### src/core/bpc_pkg.sv
// Constants, types and helpers of the branch and processor control block.
// Assumes a 100 MHz APB clock and a word-wide memory port outside.
// Operation
// RULE1 - Far direct branch loads pointer and segment
// RULE2 - Far indirect: low word pointer, high segment
// RULE3 - Conditional branch adds signed byte displacement
// RULE4 - Unsigned conditions from carry and zero
// RULE5 - Signed conditions from sign, overflow, zero
// RULE6 - Single flag branches, set and clear forms
// RULE7 - Loop decrements count, branches when nonzero
// RULE8 - Loop while zero needs count and zero
// RULE9 - Loop while nonzero needs count, zero clear
// RULE10 - Count zero branch leaves count untouched
// RULE11 - Acknowledge cycle only for maskable requests
// RULE12 - Trap entry pushes flags, segment, pointer
// RULE13 - One byte breakpoint form implies type three
// RULE14 - Overflow trap uses vector 10H if set
// RULE15 - Trap return pops pointer, segment, flags
// RULE16 - Flag operations touch only their flag
// RULE17 - Interrupt enable clear masks maskable line
// RULE18 - Enable takes effect after next instruction
// RULE19 - Halt ends on reset or interrupt
// RULE20 - Wait stalls while test input inactive
// RULE21 - Escape memory operand read and discarded
// RULE22 - Lock prefix asserts lock for next instruction
// RULE23 - Taken transfer flushes queue, fetches target
// RULE24 - Conditions use committed flags and count
package bpc_pkg;
  localparam logic [7:0] OFS_CMD = 8'h00;
  localparam logic [7:0] OFS_OPND = 8'h04;
  localparam logic [7:0] OFS_IP = 8'h08;
  localparam logic [7:0] OFS_CS = 8'h0c;
  localparam logic [7:0] OFS_SP = 8'h10;
  localparam logic [7:0] OFS_CX = 8'h14;
  localparam logic [7:0] OFS_FLAGS = 8'h18;
  localparam logic [7:0] OFS_STATUS = 8'h1c;
  localparam logic [7:0] OFS_EA = 8'h20;
  localparam logic [7:0] OFS_SS = 8'h24;
  localparam logic [7:0] OFS_FETCH = 8'h28;
  localparam logic [7:0] OFS_CFG = 8'h2c;
  localparam int CMD_COND_LSB = 8;
  localparam int CMD_ESC_MEM_BIT = 12;
  localparam int CMD_ESC_OP_LSB = 16;
  localparam int FL_CARRY = 0;
  localparam int FL_PARITY = 2;
  localparam int FL_ZERO = 6;
  localparam int FL_SIGN = 7;
  localparam int FL_TRAP = 8;
  localparam int FL_IRQ_EN = 9;
  localparam int FL_DIR = 10;
  localparam int FL_OVERFLOW = 11;
  localparam logic [15:0] FLAGS_RST = 16'h0002;
  localparam logic [15:0] IP_RST = 16'h0000;
  localparam logic [15:0] CS_RST = 16'hffff;
  localparam logic [7:0] VEC_NMI = 8'h02;
  localparam logic [7:0] VEC_BREAK = 8'h03;
  localparam logic [7:0] VEC_OVF = 8'h04;
  typedef enum logic [4:0] {
    OP_IDLE = 5'h00, OP_JMP_FAR = 5'h01, OP_JMP_FAR_IND = 5'h02,
    OP_JCC = 5'h03, OP_LOOP = 5'h04, OP_LOOPZ = 5'h05,
    OP_LOOPNZ = 5'h06, OP_BRANCH_IF_COUNT_ZERO = 5'h07, OP_INT = 5'h08,
    OP_INT3 = 5'h09, OP_INTO = 5'h0a, OP_TRAP_RETURN = 5'h0b,
    OP_CLC = 5'h0c, OP_STC = 5'h0d, OP_CMC = 5'h0e, OP_CLD = 5'h0f,
    OP_STD = 5'h10, OP_CLI = 5'h11, OP_STI = 5'h12, OP_HLT = 5'h13,
    OP_WAIT = 5'h14, OP_ESC = 5'h15, OP_LOCK = 5'h16
  } bpc_op_t;
  typedef enum logic [3:0] {
    S_IDLE = 4'h0, S_INTA = 4'h1, S_PUSH_F = 4'h2, S_PUSH_CS = 4'h3,
    S_PUSH_IP = 4'h4, S_VEC_OFF = 4'h5, S_VEC_SEG = 4'h6,
    S_POP_IP = 4'h7, S_POP_CS = 4'h8, S_POP_F = 4'h9, S_IND_LO = 4'ha,
    S_IND_HI = 4'hb, S_ESC_RD = 4'hc, S_HALT = 4'hd, S_WAIT = 4'he,
    S_FETCH = 4'hf
  } bpc_state_t;
  function automatic logic [19:0] bpc_phys(input logic [15:0] seg,
                                           input logic [15:0] off);
    bpc_phys = {seg, 4'h0} + {4'h0, off};
  endfunction
  function automatic logic bpc_cond(input logic [3:0] cc,
                                    input logic [15:0] f);
    logic c, z, s, o, p, base;
    c = f[FL_CARRY];
    z = f[FL_ZERO];
    s = f[FL_SIGN];
    o = f[FL_OVERFLOW];
    p = f[FL_PARITY];
    case (cc[3:1])
      3'h0: base = o;
      3'h1: base = c;
      3'h2: base = z;
      3'h3: base = c | z;
      3'h4: base = s;
      3'h5: base = p;
      3'h6: base = s ^ o;
      default: base = (s ^ o) | z;
    endcase
    bpc_cond = base ^ cc[0];
  endfunction
endpackage

### src/core/bpc_core.sv
// Program transfer and processor control execution unit.
// Assumes an APB master, a word memory port and pin level interrupts.
//
// Added by the designer: the address map and the APB register port.
`timescale 1ns/10ps
`default_nettype none
module bpc_core (
  input wire logic pclk,
  input wire logic presetn,
  input wire logic psel,
  input wire logic penable,
  input wire logic pwrite,
  input wire logic [7:0] paddr,
  input wire logic [31:0] pwdata,
  output logic [31:0] prdata,
  output logic pready,
  output logic pslverr,
  output logic mem_req,
  output logic mem_we,
  output logic mem_fetch,
  output logic [19:0] mem_addr,
  output logic [15:0] mem_wdata,
  input wire logic mem_ack,
  input wire logic [15:0] mem_rdata,
  input wire logic nmi_n,
  input wire logic maskable_request_line,
  input wire logic test_n,
  output logic inta_req,
  input wire logic inta_ack,
  input wire logic [7:0] inta_type,
  output logic lock_out,
  output logic queue_flush,
  output logic [5:0] esc_opcode
);
  import bpc_pkg::*;

  logic [15:0] instruction_pointer, code_seg, stack_pointer;
  logic [15:0] stack_seg, count_register, flags_r, fetch_word_r;
  logic [31:0] cmd_r, opnd_r, cmd_w;
  logic [19:0] ea_r;
  logic max_mode_r, lock_pend_r, lock_act_r, sti_shadow_r, nmi_pend_r;
  logic flush_r;
  logic [7:0] vtype_r;
  logic [5:0] esc_op_r;
  bpc_state_t state_r, state_nxt;
  logic [2:0] nmi_s, irq_s, test_s;
  logic nmi_lvl_r, irq_lvl_r, test_lvl_r, nmi_lvl_d;

  logic apb_wr, apb_rd_setup, go, done, nmi_edge, irq_ok, ack;
  logic [3:0] cc;
  bpc_op_t op;
  logic [15:0] cx_dec, ip_rel, sp_dn, sp_up;

  assign apb_wr = psel & penable & pwrite;
  assign apb_rd_setup = psel & ~penable & ~pwrite;
  assign pready = 1'b1;
  // A launch decodes the word being written, not the stored one.
  assign cmd_w = go ? pwdata : cmd_r;
  assign op = bpc_op_t'(cmd_w[4:0]);
  assign cc = cmd_w[CMD_COND_LSB +: 4];
  assign go = apb_wr & (paddr == OFS_CMD) & (state_r == S_IDLE) &
              ~nmi_pend_r & ~irq_ok;
  assign cx_dec = count_register - 16'h0001;
  assign ip_rel = instruction_pointer + {{8{opnd_r[7]}}, opnd_r[7:0]};
  assign sp_dn = stack_pointer - 16'h0002;
  assign sp_up = stack_pointer + 16'h0002;
  assign ack = mem_req & mem_ack;
  assign nmi_edge = nmi_lvl_d & ~nmi_lvl_r;
  // Maskable line is ignored while disabled or in the enable shadow.
  assign irq_ok = irq_lvl_r & flags_r[FL_IRQ_EN] & ~sti_shadow_r; // [RULE17] [RULE18]
  assign lock_out = lock_act_r & max_mode_r; // [RULE22]
  assign queue_flush = flush_r;
  assign esc_opcode = esc_op_r;

  // Pin inputs: three stages, a change counts when stages two and three agree.
  always_ff @(posedge pclk or negedge presetn) begin
    if (!presetn) begin
      nmi_s <= 3'h7;
      irq_s <= 3'h0;
      test_s <= 3'h7;
      nmi_lvl_r <= 1'b1;
      nmi_lvl_d <= 1'b1;
      irq_lvl_r <= 1'b0;
      test_lvl_r <= 1'b1;
    end else begin
      nmi_s <= {nmi_s[1:0], nmi_n};
      irq_s <= {irq_s[1:0], maskable_request_line};
      test_s <= {test_s[1:0], test_n};
      if (nmi_s[1] == nmi_s[2]) nmi_lvl_r <= nmi_s[2];
      if (irq_s[1] == irq_s[2]) irq_lvl_r <= irq_s[2];
      if (test_s[1] == test_s[2]) test_lvl_r <= test_s[2];
      nmi_lvl_d <= nmi_lvl_r;
    end
  end

  // Memory port requests, driven from the sequencer state.
  always_comb begin
    mem_req = 1'b1;
    mem_we = 1'b0;
    mem_fetch = 1'b0;
    mem_addr = 20'h00000;
    mem_wdata = 16'h0000;
    case (state_r)
      S_PUSH_F: begin
        mem_we = 1'b1;
        mem_addr = bpc_phys(stack_seg, sp_dn);
        mem_wdata = flags_r;
      end
      S_PUSH_CS: begin
        mem_we = 1'b1;
        mem_addr = bpc_phys(stack_seg, sp_dn);
        mem_wdata = code_seg;
      end
      S_PUSH_IP: begin
        mem_we = 1'b1;
        mem_addr = bpc_phys(stack_seg, sp_dn);
        mem_wdata = instruction_pointer;
      end
      S_VEC_OFF: mem_addr = {10'h000, vtype_r, 2'b00}; // [RULE12]
      S_VEC_SEG: mem_addr = {10'h000, vtype_r, 2'b00} + 20'h00002;
      S_POP_IP, S_POP_CS, S_POP_F:
        mem_addr = bpc_phys(stack_seg, stack_pointer);
      S_IND_LO, S_ESC_RD: mem_addr = ea_r; // [RULE21]
      S_IND_HI: mem_addr = ea_r + 20'h00002;
      S_FETCH: begin
        mem_fetch = 1'b1;
        mem_addr = bpc_phys(code_seg, instruction_pointer); // [RULE23]
      end
      default: mem_req = 1'b0;
    endcase
  end

  assign inta_req = (state_r == S_INTA); // [RULE11]

  // Sequencer next state.
  always_comb begin
    state_nxt = state_r;
    done = 1'b0;
    case (state_r)
      S_IDLE, S_HALT: begin
        if (nmi_pend_r) state_nxt = S_PUSH_F;
        else if (irq_ok) state_nxt = S_INTA; // [RULE19]
        else if (go) begin
          done = 1'b1;
          case (op)
            OP_JMP_FAR: state_nxt = S_FETCH;
            OP_JMP_FAR_IND: state_nxt = S_IND_LO;
            OP_JCC: if (bpc_cond(cc, flags_r)) state_nxt = S_FETCH; // [RULE24]
            OP_LOOP: if (cx_dec != 16'h0000) state_nxt = S_FETCH;
            OP_LOOPZ:
              if (cx_dec != 16'h0000 && flags_r[FL_ZERO])
                state_nxt = S_FETCH;
            OP_LOOPNZ:
              if (cx_dec != 16'h0000 && !flags_r[FL_ZERO])
                state_nxt = S_FETCH;
            OP_BRANCH_IF_COUNT_ZERO: if (count_register == 16'h0000) state_nxt = S_FETCH;
            OP_INT, OP_INT3: state_nxt = S_PUSH_F;
            OP_INTO: if (flags_r[FL_OVERFLOW]) state_nxt = S_PUSH_F; // [RULE14]
            OP_TRAP_RETURN: state_nxt = S_POP_IP;
            OP_HLT: state_nxt = S_HALT;
            OP_WAIT: state_nxt = S_WAIT;
            OP_ESC: if (cmd_w[CMD_ESC_MEM_BIT]) state_nxt = S_ESC_RD;
            default: state_nxt = S_IDLE;
          endcase
          if (state_nxt != S_IDLE) done = 1'b0;
        end
      end
      S_INTA: if (inta_ack) state_nxt = S_PUSH_F;
      S_PUSH_F: if (ack) state_nxt = S_PUSH_CS;
      S_PUSH_CS: if (ack) state_nxt = S_PUSH_IP;
      S_PUSH_IP: if (ack) state_nxt = S_VEC_OFF;
      S_VEC_OFF: if (ack) state_nxt = S_VEC_SEG;
      S_VEC_SEG: if (ack) state_nxt = S_FETCH;
      S_POP_IP: if (ack) state_nxt = S_POP_CS;
      S_POP_CS: if (ack) state_nxt = S_POP_F;
      S_POP_F: if (ack) state_nxt = S_FETCH;
      S_IND_LO: if (ack) state_nxt = S_IND_HI;
      S_IND_HI: if (ack) state_nxt = S_FETCH;
      S_ESC_RD, S_FETCH: if (ack) state_nxt = S_IDLE;
      S_WAIT: if (!test_lvl_r) state_nxt = S_IDLE; // [RULE20]
      default: state_nxt = S_IDLE;
    endcase
    if ((state_r != S_IDLE) && (state_r != S_HALT) &&
        (state_nxt == S_IDLE)) done = 1'b1;
  end

  always_ff @(posedge pclk or negedge presetn) begin
    if (!presetn) state_r <= S_IDLE;
    else state_r <= state_nxt;
  end

  // Pending nonmaskable edge; a new edge wins over the clear.
  always_ff @(posedge pclk or negedge presetn) begin
    if (!presetn) nmi_pend_r <= 1'b0;
    else if (nmi_edge) nmi_pend_r <= 1'b1;
    else if ((state_r == S_IDLE || state_r == S_HALT) &&
             state_nxt == S_PUSH_F && !go) nmi_pend_r <= 1'b0;
  end

  // Interrupt type latch.
  always_ff @(posedge pclk or negedge presetn) begin
    if (!presetn) vtype_r <= 8'h00;
    else if ((state_r == S_IDLE || state_r == S_HALT) && nmi_pend_r)
      vtype_r <= VEC_NMI;
    else if (state_r == S_INTA && inta_ack) vtype_r <= inta_type;
    else if (go) begin
      case (op)
        OP_INT3: vtype_r <= VEC_BREAK; // [RULE13]
        OP_INTO: vtype_r <= VEC_OVF; // [RULE14]
        default: vtype_r <= opnd_r[7:0];
      endcase
    end
  end

  // Lock prefix, enable shadow and escape opcode.
  always_ff @(posedge pclk or negedge presetn) begin
    if (!presetn) begin
      lock_pend_r <= 1'b0;
      lock_act_r <= 1'b0;
      sti_shadow_r <= 1'b0;
      esc_op_r <= 6'h00;
      flush_r <= 1'b0;
    end else begin
      flush_r <= (state_r == S_FETCH) & ack;
      if (go) begin
        lock_pend_r <= (op == OP_LOCK);
        lock_act_r <= lock_pend_r & (op != OP_LOCK); // [RULE22]
        sti_shadow_r <= (op == OP_STI); // [RULE18]
        if (op == OP_ESC) esc_op_r <= cmd_w[CMD_ESC_OP_LSB +: 6];
      end else if (state_r == S_IDLE) begin
        lock_act_r <= 1'b0;
      end
    end
  end

  // Architectural registers: sequencer updates, otherwise APB writes.
  always_ff @(posedge pclk or negedge presetn) begin
    if (!presetn) begin
      instruction_pointer <= IP_RST;
      code_seg <= CS_RST;
      stack_pointer <= 16'h0000;
      stack_seg <= 16'h0000;
      count_register <= 16'h0000;
      flags_r <= FLAGS_RST;
      fetch_word_r <= 16'h0000;
    end else if (go) begin
      case (op)
        OP_JMP_FAR: begin
          instruction_pointer <= opnd_r[15:0]; // [RULE1]
          code_seg <= opnd_r[31:16];
        end
        OP_JCC:
          if (bpc_cond(cc, flags_r)) instruction_pointer <= ip_rel; // [RULE3] [RULE4] [RULE5] [RULE6]
        OP_LOOP: begin
          count_register <= cx_dec; // [RULE7]
          if (cx_dec != 16'h0000) instruction_pointer <= ip_rel;
        end
        OP_LOOPZ: begin
          count_register <= cx_dec; // [RULE8]
          if (cx_dec != 16'h0000 && flags_r[FL_ZERO])
            instruction_pointer <= ip_rel;
        end
        OP_LOOPNZ: begin
          count_register <= cx_dec; // [RULE9]
          if (cx_dec != 16'h0000 && !flags_r[FL_ZERO])
            instruction_pointer <= ip_rel;
        end
        OP_BRANCH_IF_COUNT_ZERO:
          if (count_register == 16'h0000) instruction_pointer <= ip_rel; // [RULE10]
        OP_CLC: flags_r[FL_CARRY] <= 1'b0; // [RULE16]
        OP_STC: flags_r[FL_CARRY] <= 1'b1;
        OP_CMC: flags_r[FL_CARRY] <= ~flags_r[FL_CARRY];
        OP_CLD: flags_r[FL_DIR] <= 1'b0;
        OP_STD: flags_r[FL_DIR] <= 1'b1;
        OP_CLI: flags_r[FL_IRQ_EN] <= 1'b0;
        OP_STI: flags_r[FL_IRQ_EN] <= 1'b1;
        default: flags_r <= flags_r;
      endcase
    end else if (ack) begin
      case (state_r)
        S_PUSH_F: begin
          stack_pointer <= sp_dn; // [RULE12]
          flags_r[FL_TRAP] <= 1'b0;
          flags_r[FL_IRQ_EN] <= 1'b0;
        end
        S_PUSH_CS, S_PUSH_IP: stack_pointer <= sp_dn;
        S_VEC_OFF, S_IND_LO: instruction_pointer <= mem_rdata; // [RULE2]
        S_VEC_SEG, S_IND_HI: code_seg <= mem_rdata;
        S_POP_IP: begin
          instruction_pointer <= mem_rdata; // [RULE15]
          stack_pointer <= sp_up;
        end
        S_POP_CS: begin
          code_seg <= mem_rdata;
          stack_pointer <= sp_up;
        end
        S_POP_F: begin
          flags_r <= mem_rdata;
          stack_pointer <= sp_up;
        end
        S_FETCH: fetch_word_r <= mem_rdata; // [RULE23]
        default: fetch_word_r <= fetch_word_r;
      endcase
    end else if (apb_wr && state_r == S_IDLE) begin
      case (paddr)
        OFS_IP: instruction_pointer <= pwdata[15:0];
        OFS_CS: code_seg <= pwdata[15:0];
        OFS_SP: stack_pointer <= pwdata[15:0];
        OFS_SS: stack_seg <= pwdata[15:0];
        OFS_CX: count_register <= pwdata[15:0];
        OFS_FLAGS: flags_r <= pwdata[15:0];
        default: fetch_word_r <= fetch_word_r;
      endcase
    end
  end

  // Command, operand, address and configuration registers.
  always_ff @(posedge pclk or negedge presetn) begin
    if (!presetn) begin
      cmd_r <= 32'h00000000;
      opnd_r <= 32'h00000000;
      ea_r <= 20'h00000;
      max_mode_r <= 1'b0;
    end else if (apb_wr && state_r == S_IDLE) begin
      case (paddr)
        OFS_CMD: cmd_r <= pwdata;
        OFS_OPND: opnd_r <= pwdata;
        OFS_EA: ea_r <= pwdata[19:0];
        OFS_CFG: max_mode_r <= pwdata[0];
        default: cmd_r <= cmd_r;
      endcase
    end
  end

  // Read data is captured in the setup phase so it stands in the access.
  always_ff @(posedge pclk or negedge presetn) begin
    if (!presetn) begin
      prdata <= 32'h00000000;
      pslverr <= 1'b0;
    end else if (psel && !penable) begin
      pslverr <= 1'b0;
      prdata <= 32'h00000000;
      case (paddr)
        OFS_CMD: prdata <= cmd_r;
        OFS_OPND: prdata <= opnd_r;
        OFS_IP: prdata[15:0] <= instruction_pointer;
        OFS_CS: prdata[15:0] <= code_seg;
        OFS_SP: prdata[15:0] <= stack_pointer;
        OFS_CX: prdata[15:0] <= count_register;
        OFS_FLAGS: prdata[15:0] <= flags_r;
        OFS_STATUS: prdata[9:0] <= {lock_pend_r, sti_shadow_r,
          nmi_pend_r, lock_out, state_r != S_IDLE,
          state_r == S_WAIT, state_r == S_HALT, 3'h0};
        OFS_EA: prdata[19:0] <= ea_r;
        OFS_SS: prdata[15:0] <= stack_seg;
        OFS_FETCH: prdata[15:0] <= fetch_word_r;
        OFS_CFG: prdata[0] <= max_mode_r;
        default: pslverr <= 1'b1;
      endcase
    end
  end
endmodule
`default_nettype wire

### config.mk
export PLATFORM = sky130hd
export DESIGN_NAME = bpc_core
export DESIGN_NICKNAME = d
export VERILOG_FILES = /design/src/core/bpc_pkg.sv /design/src/core/bpc_core.sv
export SDC_FILE = /design/constraint.sdc
export NUM_CORES = 1
export LEC_CHECK = 0
export BUFFER_PORTS_ARGS = -buffer_cell sky130_fd_sc_hd__buf_4
export CORE_ASPECT_RATIO = 1.1
export CORE_UTILIZATION = 38
export CTS_CLUSTER_DIAMETER = 50
export DETAILED_ROUTE_END_ITERATION = 6
export HOLD_SLACK_MARGIN = 0.06
export PLACE_DENSITY = 0.55
export SYNTH_ARGS = -nofsm -noshare
export SYNTH_HDL_FRONTEND = slang
export SYNTH_SLANG_ARGS = --single-unit
### constraint.sdc
create_clock -name pclk -period 5.7 [get_ports pclk]
set_clock_uncertainty 0.1 [all_clocks]
set_input_delay 0.285 -clock pclk [delete_from_list [all_inputs] [get_ports pclk]]
set_output_delay 0.285 -clock pclk [all_outputs]
set_load 0.05 [all_outputs]
# Yosys cells after proc, flatten, opt, wreduce, memory -nomap -nowiden
# Cells that the tools add are included.
dict set report op_classes {
  n_eq_ne 78
  reduce_logical 58
  muxes 85
  n_addsub 9
  bitwise_logic 25
}
# op n
set op_table {}
lappend op_table {{16-bit two-way mux} 27}
lappend op_table {{20-bit case mux with 7 select lines} 1}
lappend op_table {{9-bit case mux with 11 select lines} 1}
lappend op_table {{16-bit case mux with 6 select lines} 1}
lappend op_table {{4-bit two-way mux} 21}
lappend op_table {{20-bit by 16-bit adder with 20-bit output} 3}
lappend op_table {{6-bit case mux with 10 select lines} 1}
lappend op_table {{4-bit case mux with 13 select lines} 1}
lappend op_table {{16-bit case mux with 3 select lines} 1}
lappend op_table {{4-bit case mux with 12 select lines} 1}
lappend op_table {{5-bit by 4-bit equality test with 1-bit output, second input constant} 8}
lappend op_table {{4-bit AND reduction} 9}
lappend op_table {{5-bit equality test, second input constant} 7}
lappend op_table {{4-bit equality test, second input constant} 8}
lappend op_table {{8-bit by 5-bit equality test with 1-bit output, second input constant} 4}
lappend op_table {{8-bit by 6-bit equality test with 1-bit output, second input constant} 4}
lappend op_table {{8-bit two-way mux} 4}
lappend op_table {{16-bit case mux with 2 select lines} 1}
lappend op_table {{3-bit != test, second input constant} 8}
lappend op_table {{12-bit case mux with 2 select lines} 1}
lappend op_table {{12-bit OR reduction} 2}
lappend op_table {{22-bit two-way mux} 1}
lappend op_table {{20-bit by 2-bit adder with 20-bit output, second input constant} 1}
lappend op_table {{5-bit by 3-bit equality test with 1-bit output, second input constant} 4}
lappend op_table {{other kinds (54)} 135}
dict set report totals {
  inputBits 74
  wordCells 287
  register_bits 266
}

# Depth between registers and ports, before layout
dict set report logic_depth {
  ltp_word 26
  ltp_mapped 18
}

# Least setup slack after synthesis
# No wires, ideal clock.
dict set report synth_path {
  path_type {reg2out}
  startpoint {register state_r[1]}
  endpoint {output port mem_addr[18]}
  t_required_ns 5.315
  stages_incl_launch_ff 18
  t_arrival_ns 4.137
  slack_ns 1.178
  cell_sequence {dfrtp_1 > buf_2 > buf_1 > o22ai_1 > nor4_1 > nand2b_1 > nor2_1 > xor2_1 > ha_1 > nor2b_1 > o21ai_0 > a21boi_0 > o211ai_1 > a21oi_1 > o31ai_1 > nor2_1 > xnor2_1 > o221ai_1}
}
dict set report synth_between {
  elab_chain_len 3
  elab_cells_between_ends 16
  classes_between {eq/ne (12); mux (1); reduce/logical (3)}
}
# element line_no
set synth_lines {}
lappend synth_lines {{start, declared} bpc_core.sv:45} ;# bpc_state_t state_r, state_nxt;
lappend synth_lines {{start signal, assigned} bpc_core.sv:189} ;# else state_r <= state_nxt;
lappend synth_lines {{4-bit equality test, or another cell as far along} bpc_core.sv:103} ;# case (state_r)
lappend synth_lines {{3-bit OR reduction (no line) or 2-bit OR reduction (tied branches)} -}
lappend synth_lines {{20-bit case mux with 7 select lines (*)} bpc_core.sv:103}
lappend synth_lines {{end, declared} bpc_core.sv:21} ;# output logic [19:0] mem_addr,
# Every way passes the cells marked *; elsewhere a longest branch is shown, timed or not.

# Final worst setup path
dict set report layout_path {
  startpoint {register state_r[3]}
  endpoint {output port mem_addr[18]}
}
# The elaborated chain is that of the path after synthesis.

==> qor.yml <==
floorplan.die_area_um2: 46190
tritoncts_buffer_count: 41
cap_violations: 0
r2r_setup_slack_ps: 950
flow.area_growth_from_synthesis_pct: 21.35
drt-pass1-iter-count: 6
detailedRoute.firstIterationViolations: 1893
syn_nets: 2045
worst_path_largest_cell_delay_ps: 530
route.vias.total: 16780
antenna_diode_instance_count: 0
gpl.final_weighted_congestion: 0.9502
grt_first_pass_wirelength_mm: 107.6
boundaryPins: 156
fillers: 4304
die_width_um: 205.0
ant_nets: 0
timing.critical_path.from_type: "flip-flop"
placed_cell_area_um2: 18890
critPathBufInv: 1
ctsHtreeMaxLevel: 2
initial_utilization_pct: 38.63
library_cell_contributing_the_largest_single_delay_on_the_critical_path: "sky130_fd_sc_hd__dfrtp_1"
netlist_instances: 1924
clockBufferDepth: 3
row_count: 81
yosysSeqAreaShare_pct: 38.83
clkSlewWorstSetupHoldPaths_ps: 50
track_usage_pct: 31.87
hold_path_class: "in -> reg"
mostFrequentLayoutCells: "239 x sky130_fd_sc_hd__dfrtp_1, 207 x sky130_fd_sc_hd__nand2_1, 191 x sky130_fd_sc_hd__buf_4, 175 x sky130_fd_sc_hd__nor2_1, 151 x sky130_fd_sc_hd__o21ai_0"
post_route_clock_period_utilization_pct: 93.48
final_common_cell: "sky130_fd_sc_hd__dfrtp_1"
worst-r2r-cell-count: 11
timing.fmax_ghz: 0.1877
avgViaCountPerCell: 6.236
rsz0062_at_grt: "false"
postCtsSetupBuffers: 0
synth.ff_latch_count: 266
critical_path_arrival_ps: 4940
finalWirelength_mm: 73.35
core_area_um2: 44590
grt_max_degree: 134
place_hpwl_mm: 54.04
cts-root-buf: "sky130_fd_sc_hd__clkbuf_16"
synth_enable_flop_cells: 0
finalNetCount: 2199
cp_data_required_time_ps: 5320
cts_tree: "yes"
total_power_after_layout_uw: 9617
cp_top_family: "compound AO/OA/AOI/OAI gates"
min_path_cells: 5
period_needed_ps: 5328
synth-warning-count: 0
worst_slew_margin_relative_to_its_limit_pct: 19.54
synth.cell_area_um2: 17230
grt_overflow: 0
tns_ps: 0
critPathCaptureType: "output pin"
synth_top_flop_cell: "sky130_fd_sc_hd__dfrtp_1"
ys_async_sr_fraction_pct: 100.0
critical_path.max_fanout: 10
path_cells: "nand2b_1, o22a_1, nand2_1, or3_1, nor3_1, xor2_1, ha_1, o21ai_0, a21boi_0, o211ai_1, a21oi_1, o31ai_1, nor2_1, xnor2_1, o221ai_1, buf_4"
synth_cell_types: 85
clk-insertion-delay-late_ps: 590
max_slew.worst_pin.slew_ps: 1199
critical_path_class: "reg -> out"
postLayoutCellArea_um2: 20910
cp.depth: 16
drt_drc: 0
final_hold_viol_count: 0
wl_per_cell_um: 27.26
worstReg2RegEnd: "instruction_pointer[5]$_DFFE_PN0P_"
port_buffers: 154
finalHoldWorstSlack_ps: 91.48
worst_hold_startpoint: "inta_type[1]"
finalSetupViolations: 0
count_of_final_max_slew_check_failures: 0
layout-drive-gt1-share_pct: 21.66
reg2reg_from: "state_r[2]$_DFF_PN0_"
powerDensity_nw_per_um2: 460.0
die_y_um: 225.3
clock-sinks: 266
ir_drop_mv: 0.2649
antenna_found_initial: 2
vias_in_the_first_global_route: 15980
cellLeakagePower_uw: 0.009352
outcome: "complete, no violations"
hold_end: "vtype_r[1]$_DFFE_PN0P_"
synth.avg_cell_area_um2: 8.953
## what timing repair did
action,in CTS,in global routing
hold endpoints to repair,186,0
setup endpoints to repair,0,2
resized for setup,0,1
hold buffers,56,0
## Yosys cell counts, types with 17 or more instances
master | n | share of area [%]
sky130_fd_sc_hd__inv_1 | 42 | 0.92
sky130_fd_sc_hd__nand2_1 | 207 | 4.5
sky130_fd_sc_hd__a21oi_1 | 116 | 3.4
sky130_fd_sc_hd__a21o_1 | 17 | 0.74
sky130_fd_sc_hd__a22o_1 | 31 | 1.6
sky130_fd_sc_hd__and3_1 | 18 | 0.65
sky130_fd_sc_hd__clkbuf_1 | 109 | 2.4
sky130_fd_sc_hd__a31oi_1 | 34 | 1.2
sky130_fd_sc_hd__xor2_1 | 24 | 1.2
sky130_fd_sc_hd__o21ai_0 | 151 | 4.4
sky130_fd_sc_hd__nor3_1 | 36 | 1.0
sky130_fd_sc_hd__ha_1 | 44 | 3.2
sky130_fd_sc_hd__dfstp_2 | 26 | 4.0
sky130_fd_sc_hd__mux2i_1 | 30 | 1.7
sky130_fd_sc_hd__nand3_1 | 41 | 1.2
sky130_fd_sc_hd__a22oi_1 | 64 | 2.8
sky130_fd_sc_hd__xnor2_1 | 38 | 1.9
sky130_fd_sc_hd__dfrtp_1 | 240 | 35
sky130_fd_sc_hd__a221oi_1 | 36 | 1.8
sky130_fd_sc_hd__mux2_2 | 132 | 8.6
sky130_fd_sc_hd__nor2_1 | 177 | 3.9
sky130_fd_sc_hd__buf_1 | 18 | 0.39
sky130_fd_sc_hd__nand2b_1 | 17 | 0.62
## how the worst max path moves through the flow
| stage | from | endpoint | slack (ps) |
|---|---|---|---|
| 2_1_floorplan | state_r[1]$_DFF_PN0_ | mem_addr[18] | 1180 |
| 3_3_place_gp | state_r[1]$_DFF_PN0_ | mem_addr[14] | 1030 |
| 3_5_place_dp | state_r[1]$_DFF_PN0_ | mem_addr[18] | 990 |
| 4_1_cts | state_r[1]$_DFF_PN0_ | mem_addr[18] | 360 |
| 5_1_grt | state_r[3]$_DFF_PN0_ | mem_addr[14] | 30 |
| 6_report | state_r[3]$_DFF_PN0_ | mem_addr[18] | 370 |
## where the power goes
part	leakage [uW]	internal [uW]	switching [uW]
clock network	0.000700	1690	1010
logic	0.00522	1370	2660
registers	0.00343	2260	623
total	0.00935	5320	4290
## kinds of logic (layout without fill, tap and decap cells)
family	Yosys count	count (layout)	synth area share, %
other	1	1	0.02177
DFF	266	266	38.83
xor gates and xnor gates	62	62	3.152
adders and majority gates	50	50	3.719
buffers and inverters	181	367	4.205
AOI/OAI and AO/OA	595	595	22.97
muxes	165	165	10.63
and+or+nand+nor	604	604	16.47
## metrics by stage
stage,cells,util (%),worst slack (ps)
after floorplan,1924,-,1178
after detailed placement,2560,42.35,989.7
after CTS,2691,46.88,357.4
final,2691,46.88,371.5
after global placement,2560,42.35,1035
after global routing,2691,46.88,26.96
## registers in the layout, indices dropped and copies added, names as in the netlist, 6 cells and up
register,count
prdata,32
esc_opcode,6
code_seg,16
cmd_r,32
count_register,16
flags_r,16
opnd_r,32
ea_r,20
stack_seg,16
instruction_pointer,16
fetch_word_r,16
stack_pointer,16
vtype_r,8
## final cells by class
cell class	count	area, um^2	share of cell area [%]
multi-input combinational	1477	9839	47.07
sequential	266	6690	32.00
timing repair buffer	249	2029	9.708
clock buffer	50	1120	5.357
tap	581	726.9	3.477
clock inverter	25	337.8	1.616
inverter	43	161.4	0.7721
## metal layers
metal	track usage (%)	up-vias	share of wire [%]
li1	-	7434	-
met1	45.18	8352	43
met2	47.93	861	44
met3	5.798	135	9.2
met4	12.16	0	3.9
met5	0	-	0
## tightest hold or removal path: cells and delay by family
kind            cells  cell delay [ps]
buf+inv             1               80
compound gates      2              250
simple gates        2              110
Note: power is estimated with default switching activity, not from simulation.
